--- src/tecc_pkg.sv ---
// Purpose: Shared constants for the elapsed-time capture counter
// Assumes: Single 50 MHz system clock
// Notes: Divide ratios count sampled rising edges of the chosen oscillator
package tecc_pkg;

  ////////////////////////////////////////////////////////////////////////////
  // Widths
  localparam int CNT_W = 40;
  localparam int FUNC_W = 8;
  localparam int DIV_W = 5;

  ////////////////////////////////////////////////////////////////////////////
  // Pin function code that turns a pin into the capture trigger
  localparam logic [FUNC_W-1:0] PIN_FUNC_CAPTURE = 8'h27;

  // Oscillator select and capture source encodings
  localparam logic OSC_SEL_THIRD = 1'h0;
  localparam logic OSC_SEL_SECOND = 1'h1;
  localparam logic SRC_CHIP_SELECT = 1'h0;
  localparam logic SRC_PIN = 1'h1;

  ////////////////////////////////////////////////////////////////////////////
  // Divide ratios
  localparam logic [DIV_W-1:0] DIV_THIRD = 5'h08;
  localparam logic [DIV_W-1:0] DIV_SECOND = 5'h14;
  localparam logic [DIV_W-1:0] DIV_ONE = 5'h01;

  ////////////////////////////////////////////////////////////////////////////
  // Reset, maximum and step values
  localparam logic [CNT_W-1:0] CNT_RESET = 40'h00_0000_0000;
  localparam logic [CNT_W-1:0] CNT_MAX = 40'hFF_FFFF_FFFF;
  localparam logic [CNT_W-1:0] CNT_ONE = 40'h00_0000_0001;
  localparam logic [DIV_W-1:0] DIV_RESET = 5'h00;

  ////////////////////////////////////////////////////////////////////////////
  // Capture arming state, Gray along armed -> locked
  typedef enum logic [1:0] {
    TECC_ARMED = 2'h0,
    TECC_LOCKED = 2'h1
  } tecc_arm_t;

endpackage

--- src/tecc_sync3.sv ---
// Purpose: Three-stage synchroniser with agreement filter for one pin
// Assumes: Input is asynchronous to CLK
// Notes: Output level changes only when stages two and three agree
`timescale 1ns/1ns
module tecc_sync3 (
  // Clock and reset
  input wire logic clk,
  input wire logic resetn,
  // Asynchronous level in, filtered level out
  input wire logic din,
  output logic dout
);

  logic s1_r;
  logic s2_r;
  logic s3_r;

  always_ff @(posedge clk or negedge resetn) begin
    if (!resetn) begin
      s1_r <= 1'h0;
      s2_r <= 1'h0;
      s3_r <= 1'h0;
    end else begin
      s1_r <= din;
      s2_r <= s1_r;
      s3_r <= s2_r;
    end
  end

  always_ff @(posedge clk or negedge resetn) begin
    if (!resetn) begin
      dout <= 1'h0;
    end else if (s2_r == s3_r) begin
      dout <= s3_r;
    end
  end

endmodule

--- src/tecc_counter.sv ---
// Purpose: Free-running 40-bit elapsed-time counter with triggered capture
// Assumes: Read strobes and configuration come from same-clock serial logic
// Notes: Oscillator inputs are sampled, so they must run well below CLK / 4
`timescale 1ns/1ns

// How it works
// - Pin with function 0x27 captures on edge
// - Polarity invert chooses which pin edge triggers
// - Pin capture holds until low byte read
// - Source select: 1 pin, 0 chip-select fall
// - Chip-select capture readable within same transaction
// - Select 0: third oscillator divided by 8
// - Select 1: second oscillator divided by 20
// - Counter wraps silently at 40-bit maximum
// - Enable low holds counter at zero
// - Capture equals time since enable rose
// - Oscillator select also steers reference validation
// - Chip-select mode locks after high-byte read
// - Capture shown as five byte registers
module tecc_counter (
  // Clock and reset
  input wire logic CLK,
  input wire logic RESETN,
  // Oscillator inputs
  input wire logic THIRD_OSCILLATOR,
  input wire logic SECOND_OSCILLATOR,
  // Configuration
  input wire logic COUNTER_OSCILLATOR_SELECT,
  input wire logic ELAPSED_COUNTER_ENABLE,
  input wire logic CAPTURE_SOURCE_SELECT,
  input wire logic [tecc_pkg::FUNC_W-1:0] PIN_FUNCTION_SELECT,
  input wire logic PIN_POLARITY_INVERT,
  // Trigger pins
  input wire logic TRIGGER_PIN,
  input wire logic SERIAL_CHIP_SELECT_N,
  // Host byte-read strobes
  input wire logic READ_LOW_BYTE,
  input wire logic READ_HIGH_BYTE,
  // Captured value bytes
  output logic [7:0] CAPTURE_BYTE0,
  output logic [7:0] CAPTURE_BYTE1,
  output logic [7:0] CAPTURE_BYTE2,
  output logic [7:0] CAPTURE_BYTE3,
  output logic [7:0] CAPTURE_BYTE4,
  // Status
  output logic CAPTURE_LOCKED,
  output logic VALIDATION_OSC_SELECT
);

  ////////////////////////////////////////////////////////////////////////////
  // Pin synchronisers

  logic third_lvl;
  logic second_lvl;
  logic trig_lvl;
  logic cs_lvl;

  tecc_sync3 u_sync_third (
    .clk(CLK),
    .resetn(RESETN),
    .din(THIRD_OSCILLATOR),
    .dout(third_lvl)
  );

  tecc_sync3 u_sync_second (
    .clk(CLK),
    .resetn(RESETN),
    .din(SECOND_OSCILLATOR),
    .dout(second_lvl)
  );

  // Trigger and chip select enter the count domain here
  tecc_sync3 u_sync_trig (
    .clk(CLK),
    .resetn(RESETN),
    .din(TRIGGER_PIN),
    .dout(trig_lvl)
  );

  // Select enters inverted so its idle level matches the synchroniser reset
  tecc_sync3 u_sync_cs (
    .clk(CLK),
    .resetn(RESETN),
    .din(!SERIAL_CHIP_SELECT_N),
    .dout(cs_lvl)
  );

  ////////////////////////////////////////////////////////////////////////////
  // Counter clock divider

  logic osc_lvl;
  logic osc_prev_r;
  logic osc_rise;
  logic [tecc_pkg::DIV_W-1:0] div_limit;
  logic [tecc_pkg::DIV_W-1:0] div_cnt_r;
  logic [tecc_pkg::DIV_W-1:0] div_cnt_nxt;
  logic tick;

  // Switching the select may insert one short or long tick
  assign osc_lvl = (COUNTER_OSCILLATOR_SELECT == tecc_pkg::OSC_SEL_SECOND) ?
                   second_lvl : third_lvl;
  assign osc_rise = osc_lvl && !osc_prev_r;
  assign div_limit = (COUNTER_OSCILLATOR_SELECT == tecc_pkg::OSC_SEL_SECOND) ?
                     tecc_pkg::DIV_SECOND : tecc_pkg::DIV_THIRD;
  assign tick = osc_rise && (div_cnt_r >= div_limit - tecc_pkg::DIV_ONE);
  assign div_cnt_nxt = tick ? tecc_pkg::DIV_RESET : div_cnt_r + tecc_pkg::DIV_ONE;

  always_ff @(posedge CLK or negedge RESETN) begin
    if (!RESETN) begin
      osc_prev_r <= 1'h0;
    end else begin
      osc_prev_r <= osc_lvl;
    end
  end

  always_ff @(posedge CLK or negedge RESETN) begin
    if (!RESETN) begin
      div_cnt_r <= tecc_pkg::DIV_RESET;
    end else if (!ELAPSED_COUNTER_ENABLE) begin
      div_cnt_r <= tecc_pkg::DIV_RESET;
    end else if (osc_rise) begin
      div_cnt_r <= div_cnt_nxt;
    end
  end

  ////////////////////////////////////////////////////////////////////////////
  // Elapsed counter

  logic [tecc_pkg::CNT_W-1:0] count_r;

  always_ff @(posedge CLK or negedge RESETN) begin
    if (!RESETN) begin
      count_r <= tecc_pkg::CNT_RESET;
    end else if (!ELAPSED_COUNTER_ENABLE) begin
      count_r <= tecc_pkg::CNT_RESET;
    end else if (tick) begin
      count_r <= count_r + tecc_pkg::CNT_ONE;
    end
  end

  ////////////////////////////////////////////////////////////////////////////
  // Trigger edge detection

  logic trig_prev_r;
  logic cs_prev_r;
  logic trig_eff;
  logic pin_edge;
  logic cs_fall;
  logic pin_mode;

  assign trig_eff = trig_lvl ^ PIN_POLARITY_INVERT;
  assign pin_edge = trig_eff && !trig_prev_r;
  assign cs_fall = cs_lvl && !cs_prev_r;
  assign pin_mode = (CAPTURE_SOURCE_SELECT == tecc_pkg::SRC_PIN) &&
                    (PIN_FUNCTION_SELECT == tecc_pkg::PIN_FUNC_CAPTURE);

  always_ff @(posedge CLK or negedge RESETN) begin
    if (!RESETN) begin
      trig_prev_r <= 1'h0;
      cs_prev_r <= 1'h0;
    end else begin
      trig_prev_r <= trig_eff;
      cs_prev_r <= cs_lvl;
    end
  end

  ////////////////////////////////////////////////////////////////////////////
  // Arming state and capture

  tecc_pkg::tecc_arm_t arm_r;
  tecc_pkg::tecc_arm_t arm_nxt;
  logic capture;
  logic [tecc_pkg::CNT_W-1:0] cap_r;

  assign capture = ELAPSED_COUNTER_ENABLE && (arm_r == tecc_pkg::TECC_ARMED) &&
                   (pin_mode ? pin_edge :
                    (CAPTURE_SOURCE_SELECT == tecc_pkg::SRC_CHIP_SELECT) && cs_fall);

  // A lock event in the same cycle as a low-byte read keeps the lock
  always_comb begin
    arm_nxt = arm_r;
    case (arm_r)
      tecc_pkg::TECC_ARMED: begin
        if (capture && pin_mode) begin
          arm_nxt = tecc_pkg::TECC_LOCKED;
        end else if ((CAPTURE_SOURCE_SELECT == tecc_pkg::SRC_CHIP_SELECT) &&
                     READ_HIGH_BYTE) begin
          arm_nxt = tecc_pkg::TECC_LOCKED;
        end
      end
      tecc_pkg::TECC_LOCKED: begin
        if (READ_LOW_BYTE) begin
          arm_nxt = tecc_pkg::TECC_ARMED;
        end
      end
      default: begin
        arm_nxt = tecc_pkg::TECC_ARMED;
      end
    endcase
  end

  always_ff @(posedge CLK or negedge RESETN) begin
    if (!RESETN) begin
      arm_r <= tecc_pkg::TECC_ARMED;
    end else begin
      arm_r <= arm_nxt;
    end
  end

  // Whole 40-bit word taken in one edge, so bytes never tear
  always_ff @(posedge CLK or negedge RESETN) begin
    if (!RESETN) begin
      cap_r <= tecc_pkg::CNT_RESET;
    end else if (capture) begin
      cap_r <= count_r;
    end
  end

  ////////////////////////////////////////////////////////////////////////////
  // Outputs

  assign CAPTURE_BYTE0 = cap_r[7:0];
  assign CAPTURE_BYTE1 = cap_r[15:8];
  assign CAPTURE_BYTE2 = cap_r[23:16];
  assign CAPTURE_BYTE3 = cap_r[31:24];
  assign CAPTURE_BYTE4 = cap_r[39:32];
  // Only the locked state has bit 0 set, so the flag is the flip-flop itself
  assign CAPTURE_LOCKED = arm_r[0];

  always_ff @(posedge CLK or negedge RESETN) begin
    if (!RESETN) begin
      VALIDATION_OSC_SELECT <= tecc_pkg::OSC_SEL_THIRD;
    end else begin
      VALIDATION_OSC_SELECT <= COUNTER_OSCILLATOR_SELECT;
    end
  end

  ////////////////////////////////////////////////////////////////////////////
  // Assertions

  property p_pin_capture;
    @(posedge CLK) disable iff (!RESETN)
    (ELAPSED_COUNTER_ENABLE && pin_mode && (arm_r == tecc_pkg::TECC_ARMED) && pin_edge)
    |=> (cap_r == $past(count_r)) && CAPTURE_LOCKED;
  endproperty
  a_pin_capture: assert property (p_pin_capture) else $error("pin edge missed capture");

  property p_polarity;
    @(posedge CLK) disable iff (!RESETN)
    (pin_mode && !PIN_POLARITY_INVERT && $fell(trig_lvl) && !CAPTURE_LOCKED)
    |=> $stable(cap_r);
  endproperty
  a_polarity: assert property (p_polarity) else $error("falling edge captured");

  property p_pin_hold;
    @(posedge CLK) disable iff (!RESETN)
    (CAPTURE_LOCKED && pin_mode) |=> $stable(cap_r);
  endproperty
  a_pin_hold: assert property (p_pin_hold) else $error("locked capture changed");

  property p_cs_capture;
    @(posedge CLK) disable iff (!RESETN)
    (ELAPSED_COUNTER_ENABLE && !CAPTURE_SOURCE_SELECT && !CAPTURE_LOCKED && $rose(cs_lvl))
    |=> (cap_r == $past(count_r));
  endproperty
  a_cs_capture: assert property (p_cs_capture) else $error("chip select missed capture");

  property p_div_bound;
    @(posedge CLK) disable iff (!RESETN)
    ELAPSED_COUNTER_ENABLE |-> (div_cnt_r < tecc_pkg::DIV_SECOND);
  endproperty
  a_div_bound: assert property (p_div_bound) else $error("divider overran");

  property p_wrap;
    @(posedge CLK) disable iff (!RESETN)
    (ELAPSED_COUNTER_ENABLE && tick && (count_r == tecc_pkg::CNT_MAX))
    ##1 ELAPSED_COUNTER_ENABLE |-> (count_r == tecc_pkg::CNT_RESET);
  endproperty
  a_wrap: assert property (p_wrap) else $error("counter did not wrap");

  property p_hold_zero;
    @(posedge CLK) disable iff (!RESETN)
    !ELAPSED_COUNTER_ENABLE |=> (count_r == tecc_pkg::CNT_RESET);
  endproperty
  a_hold_zero: assert property (p_hold_zero) else $error("counter not held at zero");

  property p_cs_lock;
    @(posedge CLK) disable iff (!RESETN)
    (!CAPTURE_SOURCE_SELECT && READ_HIGH_BYTE && !CAPTURE_LOCKED) |=> CAPTURE_LOCKED;
  endproperty
  a_cs_lock: assert property (p_cs_lock) else $error("high byte read did not lock");

  property p_step;
    @(posedge CLK) disable iff (!RESETN)
    (ELAPSED_COUNTER_ENABLE && !tick) ##1 ELAPSED_COUNTER_ENABLE |-> $stable(count_r);
  endproperty
  a_step: assert property (p_step) else $error("counter moved without tick");

  c_pin_capture: cover property (@(posedge CLK) disable iff (!RESETN)
    capture && pin_mode);
  c_cs_capture: cover property (@(posedge CLK) disable iff (!RESETN)
    capture && !CAPTURE_SOURCE_SELECT);
  c_rearm: cover property (@(posedge CLK) disable iff (!RESETN)
    CAPTURE_LOCKED ##1 !CAPTURE_LOCKED);

endmodule

--- config.mk ---
export PLATFORM = sky130hd
export DESIGN_NAME = tecc_counter
export DESIGN_NICKNAME = d
export VERILOG_FILES = /design/src/tecc_pkg.sv /design/src/tecc_sync3.sv /design/src/tecc_counter.sv
export SDC_FILE = /design/constraint.sdc
export NUM_CORES = 1
export LEC_CHECK = 0
export ABC_CLOCK_PERIOD_IN_PS = 2050
export BUFFER_PORTS_ARGS = -buffer_cell sky130_fd_sc_hd__clkbuf_2
export CAP_MARGIN = 25
export CORE_MARGIN = 10
export CORE_UTILIZATION = 52
export DETAILED_ROUTE_END_ITERATION = 6
export PLACE_DENSITY_LB_ADDON = 0.2
export SYNTH_ARGS = -nofsm -noshare
export SYNTH_HDL_FRONTEND = slang
export SYNTH_SLANG_ARGS = --single-unit
--- constraint.sdc ---
create_clock -name CLK -period 2.05 [get_ports CLK]
set_input_delay 0.41 -clock CLK [delete_from_list [all_inputs] [get_ports CLK]]
set_output_delay 0.41 -clock CLK [all_outputs]
set_load 0.02 [all_outputs]
; Yosys cells after proc, flatten, opt, wreduce, memory -nomap -nowiden
; Cells that the tools add are included.
[totals]
regBits = 107
out_inout_bits = 42
[classes]
n_bitwise = 2
reduce_logical = 16
eq_ne = 10
n_mux = 12
magnitude_cmp = 1
addsub = 3
[op_table]
columns = op, count
row1 = $mux W40, 2
row2 = $add A40 B1 Y40 const B, 1
row3 = $mux W5, 4
row4 = $logic_and A1 B1 Y1, 10
row5 = $eq A8 B6 Y1 const B, 1
row6 = $mux W2, 3
row7 = $add A5 B1 Y5 const B, 1
row8 = $ge A5 B5 Y1, 1
row9 = $sub A5 B1 Y5 const B, 1
row10 = $eq A1 B1 Y1, 4
row11 = $logic_not A1 Y1, 4
row12 = $ne A2 B1 Y1 const B, 2
row13 = $pmux W2 S2, 1
row14 = $ne A3 B1 Y1 const B, 1
row15 = $eq A2 B1 Y1 const B, 1
row16 = $logic_not A2 Y1, 1
row17 = $mux W1, 2
row18 = $ne A2 B2 Y1 const B, 1
row19 = $reduce_and A2 Y1, 1
row20 = $not A1 Y1, 1
row21 = $xor A1 B1 Y1, 1

; Longest topological paths before layout
[depth]
word_depth = 8
mapped_depth = 8
mapped_depth_nobuf = 7

; Cells and area by module
; Synthesis repeated with hierarchy kept, for this count alone.
[unflattened]
cells_unflattened = 393
area_unflattened_um2 = 4580.6
[by_module_without_submodules]
columns = module, cells_per_inst, seq_area_each_um2, instances, area_each_um2
row1 = tecc_counter, 373, 2252.2, 1, 4135.2
row2 = tecc_sync3, 5, 100.1, 4, 111.4

; Worst setup path after synthesis
; No wires, ideal clock.
[synth_timing]
path_kind = input to register
startpoint = input COUNTER_OSCILLATOR_SELECT
endpoint = register count_r[1] (netlist name)
path_slack_ps = -63
arrival_ps = 1981
setup_ps = 132
stages = 8
path_buffers = 2
cell_sequence = ha_1 a211o_1 a21o_1 buf_2 o21ai_2 buf_2 mux2i_1 nor2_1
[synth_between]
elab_chain_cells = 5
elab_cells_between_ends = 7
classes_between = add/sub (1) / order compare (1) / eq/ne (1) / mux (2) / reduce/logical (2)
[synth_lines]
columns = element, line
row1 = "start, declared", tecc_counter.sv:28  ; input wire logic COUNTER_OSCILLATOR_SELECT,
row2 = $mux W5, tecc_counter.sv:103  ; assign div_limit = (COUNTER_OSCILLATOR_SELECT == tecc_pkg::OSC_SEL_SECOND) ?
row3 = $sub A5 B1 Y5, tecc_counter.sv:105  ; assign tick = osc_rise && (div_cnt_r >= div_limit - tecc_pkg::DIV_ONE);
row4 = $ge A5 B5 Y1, tecc_counter.sv:105
row5 = $logic_and A1 B1 Y1 (*), tecc_counter.sv:105
row6 = $ne A2 B1 Y1 (no line) (*), --
row7 = "end signal, assigned", tecc_counter.sv:133  ; count_r <= tecc_pkg::CNT_RESET;
row8 = "end signal, assigned", tecc_counter.sv:135  ; count_r <= tecc_pkg::CNT_RESET;
row9 = "end signal, assigned", tecc_counter.sv:137  ; count_r <= count_r + tecc_pkg::CNT_ONE;
row10 = "end, declared", tecc_counter.sv:129  ; logic [tecc_pkg::CNT_W-1:0] count_r;
; Mark *: on every way between the ends. The rest lies on a longest branch, timed or not.
; A chain may end at the register's enable or synchronous reset.

; Worst setup path in the final report
[layout_timing]
startpoint = register div_cnt_r[4] (netlist name)
endpoint = register count_r[16] (netlist name)
[layout_between]
elab_chain_cells = 3
[layout_lines]
columns = element, line
row1 = "start, declared", tecc_counter.sv:95  ; logic [tecc_pkg::DIV_W-1:0] div_cnt_r;
row2 = "start signal, assigned", tecc_counter.sv:118  ; div_cnt_r <= tecc_pkg::DIV_RESET;
row3 = "start signal, assigned", tecc_counter.sv:120  ; div_cnt_r <= tecc_pkg::DIV_RESET;
row4 = "start signal, assigned", tecc_counter.sv:122  ; div_cnt_r <= div_cnt_nxt;
row5 = $ge A5 B5 Y1, tecc_counter.sv:105
row6 = $logic_and A1 B1 Y1, tecc_counter.sv:105
row7 = $ne A2 B1 Y1 (no line), --
; No other way between the ends.

==> flow_metrics.tcl <==
set metrics [dict create \
    timing.rr.end "count_r[16]$_DFFE_PN0P_" \
    crit_type "reg -> reg" \
    num_rows 34 \
    totalPowerFinal_mw 3.79 \
    finalNetCount 538 \
    synth_area_leaders "dfrtp_1, mux2_2, a21oi_1" \
    crit_fanout 7 \
    grt_overflow 0 \
    slew_headroom_pct 70.5 \
    design.core.area_um2 8760 \
    worst_pin_slew_ns 0.442 \
    ir_drop_uv 430 \
    setup_viol 1 \
    power_report.internal_total_mw 2.91 \
    min_path_cells 1 \
    synth_common_cells "dfrtp_1, mux2_2, a21oi_1, nand2_1, nor2_1" \
    ys_types 54 \
    combPwrFrac_pct 6.3 \
    p_sw_share_pct 23.1 \
    start_kind "flip-flop" \
    antenna_left 0 \
    cap_violations 0 \
    worstReg2RegStart "div_cnt_r[4]$_DFFE_PN0P_" \
    fin_setup_tns_ns -0.0189 \
    place_congestion 0.856 \
    clk_pin_slew_ns 0.10 \
    drcViolationCount 0 \
    pre_cts_slack_ns -0.300 \
    viasPerCell 5.66 \
    syn_inst 397 \
    placed_area_um2 5510 \
    timing.fmax_mhz 483 \
    areaGrowthSynthToFinish_pct 26.9 \
    hold_class "in -> reg" \
    port_buffers 61 \
    reg_top3 "cap_r (40), count_r (40), div_cnt_r (5)" \
    p_sw_uw 877 \
    firstDrtPassIters 5 \
    maxSlewViolCount 0 \
    fin_skew_ns 0.0127 \
    totalWireLength_mm 10.3 \
    io_pins 62 \
    critPathLaunch "div_cnt_r[4]$_DFFE_PN0P_" \
    hpwl_mm 7.36 \
    rsz0062_at_grt "yes" \
    min_to "u_sync_third.s1_r$_DFF_PN0_" \
    cts_root_buf "clkbuf_8" \
    pwr-share-clk_pct 37.1 \
    grt_max_degree 49 \
    fin_crit_ns 2.07 \
    outcome "complete, but fails checks" \
    p_seq_share_pct 56.7 \
    cts_buffer_depth 2 \
    cts_tree "built" \
    cp-end-kind "flip-flop" \
    hold_viol_final 0 \
    first_iter_violations 218 \
    grt_use_total_pct 15.6 \
    die_w_um 115 \
    synthFlopType "dfrtp_1" \
    clock-sinks 106 \
    met2_usage_pct 25.8 \
    worstHoldStart "THIRD_OSCILLATOR" \
    grt-busiest-layer "met2" \
    antenna_cells 0 \
    clk_latency_ns 0.37 \
    use_met3_pct 2.92 \
    wl_per_cell_um 16.4 \
    numCtsBuffers 9 \
    ctsHtreeMaxLevel 3 \
    antenna_found_initial 0 \
    grt_first_pass_wirelength_mm 17.0 \
    worst-endpoint-arrival_ns 2.37 \
    final_area_um2 5970 \
    drive_gt1_share_pct 38.7 \
    total_leakage_power_nw 2.79 \
    synthArstFlopShare_pct 100 \
    gr-usage-met1_pct 19.5 \
    syn_nets 421 \
    synth_edf_count 0 \
    yosysMostFrequentCell "dfrtp_1" \
    power.density_nw_per_um2 635 \
    seq_area_frac_synth_pct 56.4 \
    ys_ff_latch 106 \
    r2r_cells 8 \
    grt_pass1_vias 3569 \
    period_share_pct 101 \
    num_vias 3548 \
    crit_required_ns 2.35 \
    setup_ws_ns -0.0189 \
    yosys.area.top_type "dfrtp_1" \
    die-area_um2 13300 \
    start_util_pct 53.7 \
    synth_area_per_cell_um2 11.9 \
    violations "setup timing" \
    yosysWarnings 0 \
    synth_area_um2 4710 \
    synth_top_cell_area_share_pct 56.4 \
    die_h_um 115 \
    reg2reg_setup_slack_ns -0.02 \
]
==> how the worst max path moves through the flow <==
stage	end	slack, ns	depth (start not counted)
final	count_r[16]$_DFFE_PN0P_	-0.02	8
after global routing	count_r[38]$_DFFE_PN0P_	-0.15	6
after CTS	count_r[35]$_DFFE_PN0P_	-0.01	8
after detailed placement	count_r[29]$_DFFE_PN0P_	-0.30	9
after global placement	count_r[37]$_DFFE_PN0P_	-0.24	8
after floorplan	count_r[1]$_DFFE_PN0P_	0.01	8
==> cell type report <==
type	count	area, um^2
clock buffers	10	128
clock inverters	6	90.1
fillers	654	2790
inverters	10	37.5
multi-input cells	265	2070
flip-flops and latches	106	2650
well taps	108	135
repair buffers	122	857
==> stage by stage <==
stage	util, %	instances	hold WS (ns)
2_1_floorplan	-	397	0.114
3_3_place_gp	62.9	598	0.332
3_5_place_dp	62.9	598	0.338
4_1_cts	66.3	619	0.131
5_1_grt	68.1	627	0.132
6_report	68.1	627	0.145
==> placed cells by master (no fill, tap or decap), types with 4 or more instances in the layout <==
cell and instances:
a21oi_1 24, buf_12 5, buf_4 50, buf_6 5, clkbuf_2 60, clkbuf_8 9, dfrtp_1 106, inv_1 10
maj3_1 4, mux2_1 10, mux2_2 30, nand2_1 21, nand3_1 16, nand4_1 10, nor2_1 19, nor3_1 4
o2111ai_2 6, o211ai_1 4, o21a_1 4, o21ai_0 15, o31ai_1 9, or3_1 10, or4_1 9, xnor2_1 4
xor2_1 8
==> per-layer routing <==
metal  vias up  part of all wire, %
met5         -                    0
met4         0                  1.6
met3        18                  5.1
met2       103                   50
met1      1731                   44
li1       1696                    -
==> cells by family (layout without fill, tap and decap cells) <==
logic type / after synthesis / in the layout / synth area share (%)
buf+inv: 26 / 148 / 2.45
xor+xnor: 12 / 12 / 2.23
simple gates: 121 / 121 / 15.2
mux: 43 / 43 / 10.3
compound gates: 81 / 81 / 11.6
fa+ha+maj: 8 / 8 / 1.91
flops: 106 / 106 / 56.4
==> critical path: stages (launching register included) <==
cell       delay (ns)
dfrtp_1          0.43
ha_4             0.28
nand4_1          0.14
nor2_4           0.23
buf_6            0.14
o2111ai_4        0.14
buf_6            0.18
or3_4            0.33
a21oi_2          0.14
==> power groups by stage <==
stage                     clock, mW  sequential (mW)  combinational, mW
after floorplan                   0             2.20             0.0890
final                          1.40             2.15              0.237
after CTS                      1.43             2.15              0.237
after detailed placement          0             2.19              0.232
after global placement            0             2.19              0.227
after global routing           1.51             2.15              0.263
==> timing repair <==
item / CTS / global route
endpoints found under the setup margin: 30 / 36
hold buffers: 1 / 0
endpoints found under the hold margin: 26 / 0
setup buffers: 4 / 9
resized for setup: 9 / 18
pin swaps: 7 / 23
Note: power is estimated with default switching activity, not from simulation.
